`src/watchdog_pkg.sv`:
```
// Functional notes
// watchdog mode runs when mode select and run bits are both one
// watchdog overflow drives the active-low alarm output for exactly 128 cycles
// with reset allowed, overflow also raises a 512-cycle chip reset with the alarm
// reset kind select picks power-on or manual chip reset on overflow
// reset kind 0 means power-on reset, 1 means manual reset
// external reset wins over a coinciding overflow and clears the watchdog flag
// watchdog reset never initialises port enable, pin function or port registers
// interval mode requests an interrupt on every counter overflow
// standby entry is refused while the run bit is one
// wake-up restarts the counter; rollover FF to 00 resumes clocks, leaves standby
// interval overflow sets the flag; request stays while flag is one
// watchdog overflow sets the watchdog flag together with the alarm
// counter and control register accept only word writes; byte writes ignored
// shared word address; key 5A loads counter, key A5 loads control
// reset control register is written only by word access at FFFF8612
// key A5 with data 00 clears watchdog flag, keeps allow and kind bits
// key 5A copies data bit 6 to allow, bit 5 to kind
// byte reads at 8610, 8611, 8613 return control, counter, reset control
// a counter write in the increment cycle wins; that increment is dropped
// software stops the timer before changing the divider select
// software stops the timer before switching between interval and watchdog mode
// overflow without reset allow still clears the counter and control register
// manual reset waits for the bus; ignored if the wait reaches 512 cycles
// divider select chooses one of eight prescaler taps, phi/2 to phi/8192
// run bit zero holds the counter at 00; one starts counting
// 8-bit up-counter, one step per tick, overflow on wrap from FF to 00
package watchdog_pkg;
    localparam logic [31:0] ADDR_TIMER_CONTROL = 32'hFFFF8610;
    localparam logic [31:0] ADDR_TIMER_COUNT = 32'hFFFF8611;
    localparam logic [31:0] ADDR_RESET_CONTROL_WRITE = 32'hFFFF8612;
    localparam logic [31:0] ADDR_RESET_CONTROL_READ = 32'hFFFF8613;
    localparam logic [7:0] KEY_COUNT = 8'h5A;
    localparam logic [7:0] KEY_CONTROL = 8'hA5;
    localparam logic [7:0] KEY_FLAG_CLEAR = 8'hA5;
    localparam logic [7:0] KEY_RESET_FIELDS = 8'h5A;
    localparam logic [7:0] FLAG_CLEAR_DATA = 8'h00;
    localparam int TCS_OVF_BIT = 7;
    localparam int TCS_MODE_BIT = 6;
    localparam int TCS_RUN_BIT = 5;
    localparam int RCS_WATCHDOG_OVERFLOW_FLAG_BIT = 7;
    localparam int RCS_ALLOW_BIT = 6;
    localparam int RCS_KIND_BIT = 5;
    localparam logic [7:0] TCS_RESERVED_ONES = 8'h18;
    localparam logic [7:0] RCS_RESERVED_ONES = 8'h1F;
    localparam logic [7:0] COUNT_RESET = 8'h00;
    localparam logic [7:0] COUNT_TOP = 8'hFF;
    localparam int ALARM_CYCLES = 128;
    localparam int CHIP_RESET_CYCLES = 512;
    localparam logic RESET_POWER_ON = 1'b0;
    localparam logic RESET_MANUAL = 1'b1;
    // tap masks for phi/2,64,128,256,512,1024,4096,8192
    localparam logic [12:0] DIV_MASK [0:7] = '{13'h0001, 13'h003F, 13'h007F, 13'h00FF,
                                               13'h01FF, 13'h03FF, 13'h0FFF, 13'h1FFF};
endpackage
```
`src/watchdog_interval_timer.sv`:
```
module watchdog_interval_timer
    import watchdog_pkg::*;
(
    input wire logic clk_sys,
    input wire logic sys_rst,
    input wire logic [31:0] bus_addr,
    input wire logic [15:0] bus_wdata,
    input wire logic bus_write,
    input wire logic bus_read,
    input wire logic bus_word,
    input wire logic bus_owned,
    input wire logic standby_request,
    input wire logic wakeup_nmi,
    input wire logic [3:0] external_wakeup_lines,
    output logic [7:0] bus_rdata,
    output logic overflow_alarm_out_n,
    output logic interval_irq,
    output logic chip_reset_out,
    output logic chip_reset_kind,
    output logic port_regs_init,
    output logic standby_active,
    output logic clock_resume
);
    typedef struct packed {
        logic [12:0] pre;
        logic [7:0] count;
        logic ovf;
        logic mode;
        logic run;
        logic [2:0] cks;
        logic ovf_seen;
        logic watchdog_overflow_flag;
        logic chip_reset_allow;
        logic reset_kind_select;
        logic [7:0] alarm_cnt;
        logic [9:0] rst_cnt;
        logic [9:0] rst_len;
        logic rst_kind;
        logic manual_go;
        logic standby;
        logic waking;
        logic resume;
        logic [7:0] rdata;
    } state_t;

    localparam state_t STATE_RESET = '0;
    localparam logic [7:0] ALARM_LOAD = 8'(ALARM_CYCLES);
    localparam logic [9:0] RESET_LOAD = 10'(CHIP_RESET_CYCLES);

    state_t s;
    state_t next_s;
    logic tick;
    logic counting;
    logic wr_count;
    logic wr_control;
    logic wr_reset_ctl;
    logic ovf_evt;
    logic wd_ovf;
    logic it_ovf;
    logic wake_evt;

    always_comb begin
        tick = (s.pre & DIV_MASK[s.cks]) == DIV_MASK[s.cks];
        counting = s.run | s.waking;
        // only full-word writes reach the timer registers
        wr_count = bus_write && bus_word && bus_addr == ADDR_TIMER_CONTROL
                   && bus_wdata[15:8] == KEY_COUNT;
        wr_control = bus_write && bus_word && bus_addr == ADDR_TIMER_CONTROL
                     && bus_wdata[15:8] == KEY_CONTROL;
        wr_reset_ctl = bus_write && bus_word && bus_addr == ADDR_RESET_CONTROL_WRITE;
        // a write in the tick cycle replaces the step and its overflow
        ovf_evt = counting && tick && !wr_count && s.count == COUNT_TOP;
        wd_ovf = ovf_evt && s.mode && s.run;
        it_ovf = ovf_evt && !s.mode && s.run;
        wake_evt = wakeup_nmi || (|external_wakeup_lines);

        next_s = s;
        next_s.pre = 13'(s.pre + 13'h0001);
        next_s.resume = 1'b0;

        if (!counting) begin
            next_s.count = COUNT_RESET;
        end else if (wr_count) begin
            next_s.count = bus_wdata[7:0];
        end else if (tick) begin
            next_s.count = 8'(s.count + 8'h01);
        end

        if (wr_control) begin
            next_s.mode = bus_wdata[TCS_MODE_BIT];
            next_s.run = bus_wdata[TCS_RUN_BIT];
            next_s.cks = bus_wdata[2:0];
            // flag clears only by writing 0 after it was read as 1
            if (!bus_wdata[TCS_OVF_BIT] && s.ovf_seen) begin
                next_s.ovf = 1'b0;
            end
            next_s.ovf_seen = 1'b0;
        end
        if (bus_read && bus_addr == ADDR_TIMER_CONTROL && s.ovf) begin
            next_s.ovf_seen = 1'b1;
        end
        if (it_ovf) begin
            next_s.ovf = 1'b1;
        end

        if (wr_reset_ctl && bus_wdata[15:8] == KEY_FLAG_CLEAR
            && bus_wdata[7:0] == FLAG_CLEAR_DATA) begin
            next_s.watchdog_overflow_flag = 1'b0;
        end
        if (wr_reset_ctl && bus_wdata[15:8] == KEY_RESET_FIELDS) begin
            next_s.chip_reset_allow = bus_wdata[RCS_ALLOW_BIT];
            next_s.reset_kind_select = bus_wdata[RCS_KIND_BIT];
        end

        if (s.alarm_cnt != 8'h00) begin
            next_s.alarm_cnt = 8'(s.alarm_cnt - 8'h01);
        end
        if (s.rst_cnt != 10'h000) begin
            next_s.rst_cnt = 10'(s.rst_cnt - 10'h001);
        end
        // cycles the chip reset has stood so far, watched by the length checks
        if (chip_reset_out) begin
            next_s.rst_len = 10'(s.rst_len + 10'h001);
        end else begin
            next_s.rst_len = 10'h000;
        end
        // manual reset is taken only once the bus is ours inside the window
        if (s.rst_cnt != 10'h000 && s.rst_kind == RESET_MANUAL && bus_owned) begin
            next_s.manual_go = 1'b1;
        end
        if (s.rst_cnt == 10'h001) begin
            next_s.manual_go = 1'b0;
        end

        if (wd_ovf) begin
            next_s.watchdog_overflow_flag = 1'b1;
            next_s.alarm_cnt = ALARM_LOAD;
            // counter and control fall back to reset values in every case
            next_s.count = COUNT_RESET;
            next_s.ovf = 1'b0;
            next_s.mode = 1'b0;
            next_s.run = 1'b0;
            next_s.cks = 3'b000;
            next_s.ovf_seen = 1'b0;
            if (s.chip_reset_allow) begin
                next_s.rst_cnt = RESET_LOAD;
                next_s.rst_kind = s.reset_kind_select;
                next_s.manual_go = 1'b0;
            end
        end

        if (standby_request && !s.run && !s.standby) begin
            next_s.standby = 1'b1;
        end
        if (s.standby && !s.waking && wake_evt) begin
            next_s.waking = 1'b1;
        end
        if (s.waking && ovf_evt) begin
            next_s.standby = 1'b0;
            next_s.waking = 1'b0;
            next_s.resume = 1'b1;
        end

        if (bus_read) begin
            case (bus_addr)
                ADDR_TIMER_CONTROL: next_s.rdata = {s.ovf, s.mode, s.run, 2'b00, s.cks}
                                                   | TCS_RESERVED_ONES;
                ADDR_TIMER_COUNT: next_s.rdata = s.count;
                ADDR_RESET_CONTROL_READ: next_s.rdata = {s.watchdog_overflow_flag, s.chip_reset_allow, s.reset_kind_select, 5'b00000}
                                                        | RCS_RESERVED_ONES;
                default: next_s.rdata = 8'h00;
            endcase
        end
    end

    always_ff @(posedge clk_sys) begin
        if (sys_rst) begin
            s <= STATE_RESET;
        end else begin
            s <= next_s;
        end
    end

    assign bus_rdata = s.rdata;
    assign overflow_alarm_out_n = s.alarm_cnt == 8'h00;
    assign interval_irq = s.ovf;
    assign chip_reset_out = s.rst_cnt != 10'h000
                            && (s.rst_kind == RESET_POWER_ON || s.manual_go);
    assign chip_reset_kind = s.rst_kind;
    // port-side registers are initialised by the external reset alone
    assign port_regs_init = sys_rst;
    assign standby_active = s.standby;
    assign clock_resume = s.resume;
endmodule

```
`config.mk`:
```
export PLATFORM = sky130hd
export DESIGN_NAME = watchdog_interval_timer
export DESIGN_NICKNAME = d
export VERILOG_FILES = /design/src/watchdog_pkg.sv /design/src/watchdog_interval_timer.sv
export SDC_FILE = /design/constraint.sdc
export NUM_CORES = 1
export LEC_CHECK = 0
export ABC_CLOCK_PERIOD_IN_PS = 2400
export BUFFER_PORTS_ARGS = -buffer_cell sky130_fd_sc_hd__buf_2
export CAP_MARGIN = 30
export CELL_PAD_IN_SITES_DETAIL_PLACEMENT = 1
export CELL_PAD_IN_SITES_GLOBAL_PLACEMENT = 1
export CORE_MARGIN = 10
export CORE_UTILIZATION = 35
export CTS_CLUSTER_DIAMETER = 30
export DETAILED_ROUTE_END_ITERATION = 8
export PLACE_DENSITY = 0.75
export SLEW_MARGIN = 20
export SYNTH_ARGS = -nofsm -noshare
export SYNTH_HDL_FRONTEND = slang
export SYNTH_SLANG_ARGS = --single-unit
```
`constraint.sdc`:
```
create_clock -name clk_sys -period 2.4 [get_ports clk_sys]
set_clock_uncertainty 0.2 [all_clocks]
set_input_delay 0.48 -clock clk_sys [delete_from_list [all_inputs] [get_ports clk_sys]]
set_output_delay 0.48 -clock clk_sys [all_outputs]
set_load 0.005 [all_outputs]
```
==> flow_metrics.env, run 1 <==
export IMPL_cts_tree="done"
export IMPL_relSlewSlack=0.611
export IMPL_via_count=3291
export IMPL_cp_end_kind="output pin"
export IMPL_dp_cells=593
export IMPL_grt_pass1_vias=3644
export IMPL_gp_congestion=0.859
export IMPL_status="complete, but fails checks"
export IMPL_synthArstFlopShare=0
export IMPL_globalRouteOverflowTotal=0
export IMPL_core_area_mm2=0.00881
export IMPL_cellPowerDensity_mw_per_mm2=763
export IMPL_rsz0062_at_grt="yes"
export IMPL_slew_violations=0
export IMPL_hold_viol=0
export IMPL_cts_hold_buf=0
export IMPL_portBuffers=74
export IMPL_antenna_found_initial=0
export IMPL_layout_drive_gt1_share=0.320
export IMPL_netlist_instances=388
export IMPL_leakagePower_nw=1.77
export IMPL_yosys_warnings=0
export IMPL_path_max_fanout=2
export IMPL_start_util=0.363
export IMPL_clk_latency_ps=340
export IMPL_first_iter_violations=105
export IMPL_synthesis_nets=453
export IMPL_instances_no_fill=617
export IMPL_htreeDepth=3
export IMPL_critPathKind="reg -> out"
export IMPL_cts_buffers=9
export IMPL_wl_mm=10.2
export IMPL_clockRootBuffer="clkbuf_8"
export IMPL_path_clk_slew_ps=70
export IMPL_ys_ff_latch=62
export IMPL_wl_per_cell_um=16.6
export IMPL_synth_ff_type="dfxtp_1"
export IMPL_synth_edff_count=0
export IMPL_drc=0
export IMPL_drt_pass1_iterations=4
export IMPL_place_ws_ps=-334
export IMPL_hold_class="in -> reg"
export IMPL_grt_pass1_wl_mm=16.9
export IMPL_seq_area_frac_synth=0.388
export IMPL_setup_tns_ps=-21.5
export IMPL_startpoint_type="flop"
export IMPL_routed_via_density=5.33
export IMPL_pin_count=75
export IMPL_ir_drop_mv=0.395
export IMPL_drv_cap=0
export IMPL_r2r_cells=9
export IMPL_clockBufferDepth=2
export IMPL_diodes=0
export IMPL_required_ps=1720
export IMPL_fin_nets=569
export IMPL_grt_usage=0.157
export IMPL_holdWs_ps=224
export IMPL_die_w_um=116
export IMPL_finalCriticalPeriod_ps=2420
export IMPL_die_area_mm2=0.0134
export IMPL_worst_pin_slew_ps=582
export IMPL_grt_max_degree=21
export IMPL_ant_nets=0
export IMPL_clock_sinks=62
export IMPL_setup_viol=1
export IMPL_worst_ep_arrival_time_ps=1740
export IMPL_synthesis_area_mm2=0.00320
export IMPL_fp_dieH_um=116
export IMPL_ys_types=53
export IMPL_area_growth_pct=33.0
export IMPL_timing_final_ws_setup_ps=-21.5
export IMPL_whs_path_depth=3
export IMPL_max_freq_mhz=413
export IMPL_violations="setup timing"
export IMPL_num_rows=34
export IMPL_final_period_utilization=1.01
export IMPL_avgSynthCellArea_um2=8.24
export IMPL_dpl_hpwl_mm=7.97
## final timing paths
kind / from / endpoint / slack [ps]
max: s[27]$_SDFF_PP0_ / chip_reset_out / -20
min: bus_wdata[3] / s[54]$_SDFFE_PP0P_ / 220
max reg2reg: s[27]$_SDFF_PP0_ / s[27]$_SDFF_PP0_ / 120
min reg2reg: bus_rdata[4]$_SDFFE_PP0P_ / bus_rdata[4]$_SDFFE_PP0P_ / 270
## cells in the mapped netlist, types with 2 or more instances
master	count	share of area
a211oi_1	5	0.012
a21o_1	5	0.012
a21oi_1	29	0.045
a31oi_1	5	0.0098
and2_1	2	0.0039
and3_1	4	0.0078
buf_2	2	0.0031
buf_4	9	0.021
clkbuf_1	8	0.0094
dfxtp_1	62	0.39
ha_1	5	0.020
inv_1	14	0.016
mux2i_1	12	0.038
nand2_1	29	0.034
nand2b_1	8	0.016
nand3_1	20	0.031
nand4_1	8	0.016
nor2_1	49	0.058
nor2b_1	4	0.0078
nor3_1	10	0.016
nor4_1	4	0.0078
nor4b_1	2	0.0055
nor4bb_1	7	0.022
o21ai_0	17	0.027
o22ai_1	6	0.012
o311ai_0	2	0.0055
or3_1	11	0.022
or4_1	3	0.0070
xnor2_1	18	0.049
xor2_1	5	0.014
## metrics by stage
stage	instance area (um^2)	utilization	power, W
after floorplan	3220	-	0.00187
after global placement	3930	0.446	0.00214
after detailed placement	3930	0.446	0.00217
after CTS	4190	0.475	0.00322
after global routing	4250	0.483	0.00348
final	4250	0.483	0.00324
## critical path, cell delays in order, from the launching register on
cell and delay [ps]:
dfxtp_2 320, or3_4 390, or3_4 360, nor3_4 140, a21oi_1 60, buf_2 130
## logic make-up after synthesis
kind of cell | after synthesis | synth area share
compound gates | 78 | 0.148
xor+xnor | 23 | 0.0630
fa+ha+maj | 5 | 0.0196
buf+inv | 34 | 0.0512
flops | 62 | 0.388
mux | 14 | 0.0458
simple gates | 172 | 0.284
## report_power, final
group	total, W	switching, W	internal (W)
combinational	0.00105	0.000540	0.000508
sequential	0.00126	0.000112	0.00115
clock	0.000935	0.000404	0.000531
total	0.00324	0.00106	0.00219
## final cells by class
cell class | instances | area (um^2)
fill | 1082 | 4550
clock inverter | 4 | 45.0
inverter | 14 | 52.6
tap | 108 | 135
sequential | 62 | 1240
clock buffer | 12 | 155
timing repair buffer | 125 | 753
multi-input combinational | 292 | 1870
## placed cells by master, fill, tap and decap left out, types with 3 or more instances in the layout
master,synthesis,final
buf_2,2,74
dfxtp_1,62,60
buf_4,9,51
nor2_1,49,47
nand2_1,29,29
a21oi_1,29,29
nand3_1,20,20
xnor2_1,18,18
o21ai_0,17,17
inv_1,14,14
mux2i_1,12,12
clkbuf_8,0,11
nor3_1,10,9
or3_1,11,8
nand4_1,8,8
nand2b_1,8,8
nor4bb_1,7,7
o22ai_1,6,6
xor2_1,5,5
a31oi_1,5,5
a211oi_1,5,5
ha_1,5,5
nor2b_1,4,4
and3_1,4,4
a21o_1,5,4
or3_4,0,3
or4_1,3,3
clkinv_2,0,3
## per-layer routing
| metal | track usage | up-vias | routed length, um |
|---|---|---|---|
| li1 | - | 1606 | - |
| met1 | 0.183 | 1580 | 4590 |
| met2 | 0.260 | 91 | 4820 |
| met3 | 0.0470 | 14 | 614 |
| met4 | 0.0709 | 0 | 188 |
| met5 | 0 | - | 0 |
## state kept, by name, summed over array words and instances, names as in the netlist
| register | flops |
|---|---|
| clock_resume | 1 |
| standby_active | 1 |
| bus_rdata | 8 |
| chip_reset_kind | 1 |
| interval_irq | 1 |
| s | 50 |
## repair_timing
| action | CTS | global route |
|---|---|---|
| pin swaps | 3 | 6 |
| buffers inserted | 4 | 4 |
| gates resized for setup | 7 | 8 |
| gates cloned | 0 | 0 |
| endpoints found under the setup margin | 4 | 24 |
| endpoints found under the hold margin | 0 | 0 |
Note: power is estimated with default switching activity, not from simulation.
==> inputs of run 2 (changes only) <==
--- a/config.mk
+++ b/config.mk
@@ -11,5 +11,4 @@
 export CELL_PAD_IN_SITES_DETAIL_PLACEMENT = 1
 export CELL_PAD_IN_SITES_GLOBAL_PLACEMENT = 1
-export CORE_MARGIN = 10
 export CORE_UTILIZATION = 35
 export CTS_CLUSTER_DIAMETER = 30
--- a/constraint.sdc
+++ b/constraint.sdc
@@ -3,3 +3,3 @@
 set_input_delay 0.48 -clock clk_sys [delete_from_list [all_inputs] [get_ports clk_sys]]
 set_output_delay 0.48 -clock clk_sys [all_outputs]
-set_load 0.005 [all_outputs]
+set_load 0.05 [all_outputs]
==> run 2 against run 1 <==
  * The run still ends with setup timing left
  * Worst hold slack worse by 11 ps
  * Critical path depth stayed put
  * First-iteration DRC count is 11% higher
  * Worst setup slack worse by 41 ps
  * Final cell count is 1.3% lower
  * Critical path type unchanged
  * Largest cell class unchanged
==> flow_metrics.env, run 2 (synthesis results as in run 1) <==
export IMPL_status="complete, but fails checks"
export IMPL_violations="setup timing"
export IMPL_setup_viol=1
export IMPL_final_common_cell="buf_2"
export IMPL_routed_via_density=5.33
export IMPL_gp_congestion=0.883
export IMPL_via_count=3247
export IMPL_path_max_fanout=2
export IMPL_wl_mm=9.51
export IMPL_cts_buffers=9
export IMPL_pin_count=75
export IMPL_ant_nets=0
export IMPL_top_register="s"
export IMPL_antenna_found_initial=0
export IMPL_holdWs_ps=214
export IMPL_start_util=0.365
export IMPL_setup_tns_ps=-62.4
export IMPL_clockBufferDepth=2
export IMPL_fill_cells=1076
export IMPL_die_w_um=97.6
export IMPL_leakagePower_nw=1.74
export IMPL_worst_pin_slew_ps=411
export IMPL_final_period_utilization=1.03
export IMPL_clockRootBuffer="clkbuf_8"
export IMPL_max_freq_mhz=406
export IMPL_slew_violations=0
export IMPL_hold_class="in -> reg"
export IMPL_grt_pass1_wl_mm=16.4
export IMPL_diodes=0
export IMPL_hold_viol=0
export IMPL_area_growth_pct=32.7
export IMPL_finish_utilization=0.484
export IMPL_grt_pass1_vias=3535
export IMPL_clk_latency_ps=340
export IMPL_core_area_mm2=0.00876
export IMPL_globalRouteOverflowTotal=0
export IMPL_grt_max_degree=23
export IMPL_path_clk_slew_ps=70
export IMPL_ir_drop_mv=0.473
export IMPL_final_area_mm2=0.00424
export IMPL_drv_cap=0
export IMPL_layout_drive_gt1_share=0.309
export IMPL_rsz0062_at_grt="yes"
export IMPL_num_rows=34
export IMPL_wl_per_cell_um=15.6
export IMPL_cellPowerDensity_mw_per_mm2=798
export IMPL_clock_sinks=62
export IMPL_critPathKind="reg -> out"
export IMPL_dpl_hpwl_mm=7.30
export IMPL_fin_nets=561
export IMPL_layout_common_cells="buf_2 (70), dfxtp_1 (59), nor2_1 (49)"
export IMPL_total_power_w=0.00339
export IMPL_portBuffers=74
export IMPL_drt_pass1_iterations=4
export IMPL_largest_register_ffs=50
export IMPL_die_area_mm2=0.00952
export IMPL_timing_final_ws_setup_ps=-62.4
export IMPL_first_iter_violations=117
export IMPL_cts_hold_buf=0
export IMPL_relSlewSlack=0.725
export IMPL_seq_area_mm2=0.00125
export IMPL_startpoint_type="flop"
export IMPL_cts_tree="done"
export IMPL_worst_ep_arrival_time_ps=1780
export IMPL_grt_usage=0.213
export IMPL_htreeDepth=3
export IMPL_cp_end_kind="output pin"
export IMPL_required_ps=1720
export IMPL_drc=0
export IMPL_multi_input_area_mm2=0.00189
export IMPL_dpl_cell_area_mm2=0.00389
export IMPL_finalCriticalPeriod_ps=2460
export IMPL_fp_dieH_um=97.6
[run 2: cell types whose count changed in the layout (fill, tap and decap cells not counted), sizes merged]
cell,before,now
clkinv,3,1
buf,125,117
clkbuf,12,13
clkinvlp,0,1
[run 2: repair_timing]
item,in CTS,in global routing
endpoints found under the setup margin,2,23
resized for setup,7,18
pin swaps,1,10
buffers inserted,0,5
cloned,0,0
[run 2: layout make-up]
cell class / count / area share
Clock buffer: 13 / 0.0374
Clock inverter: 3 / 0.0100
Inverter: 14 / 0.0124
Multi-Input combinational cell: 292 / 0.444
Sequential cell: 62 / 0.294
Tap cell: 108 / 0.0318
Timing Repair Buffer: 117 / 0.170
[run 2: worst max-delay path, cell delays in order (launching register included)]
cell and delay (ps):
dfxtp_2 320, or3_4 380, or3_4 390, nor3_4 150, a21oi_2 50, buf_6 150
[run 2: path summary, 6_finish.rpt]
path	depth (start not counted)	slack (ps)	end	startpoint
worst max-delay path	5	-60	chip_reset_out	s[29]$_SDFF_PP0_
worst max register to register	8	150	s[58]$_SDFFE_PP0P_	s[63]$_SDFF_PP0_
worst min register to register	2	260	s[44]$_SDFFE_PP0P_	s[44]$_SDFFE_PP0P_
worst min-delay path	3	210	s[54]$_SDFFE_PP0P_	bus_wdata[3]
[run 2: stage by stage]
stage,instances,setup WS [ps]
4_1_cts,604,-199
6_report,609,-62.4
5_1_grt,609,-152
3_3_place_gp,588,-305
3_5_place_dp,588,-339
2_1_floorplan,388,-171
[run 2: routing by layer]
layer / GRT usage / vias up / routed length [um]
met5: 0 / - / 0
met4: 0.0690 / 0 / 152
met3: 0.0496 / 16 / 419
met2: 0.382 / 74 / 4800
met1: 0.249 / 1571 / 4140
li1: - / 1586 / -
[run 2: power breakdown]
group | switching, W | internal (W) | leakage [nW]
Combinational | 0.000638 | 0.000532 | 1.14
Sequential | 0.000125 | 0.00115 | 0.505
Clock | 0.000407 | 0.000536 | 0.0996
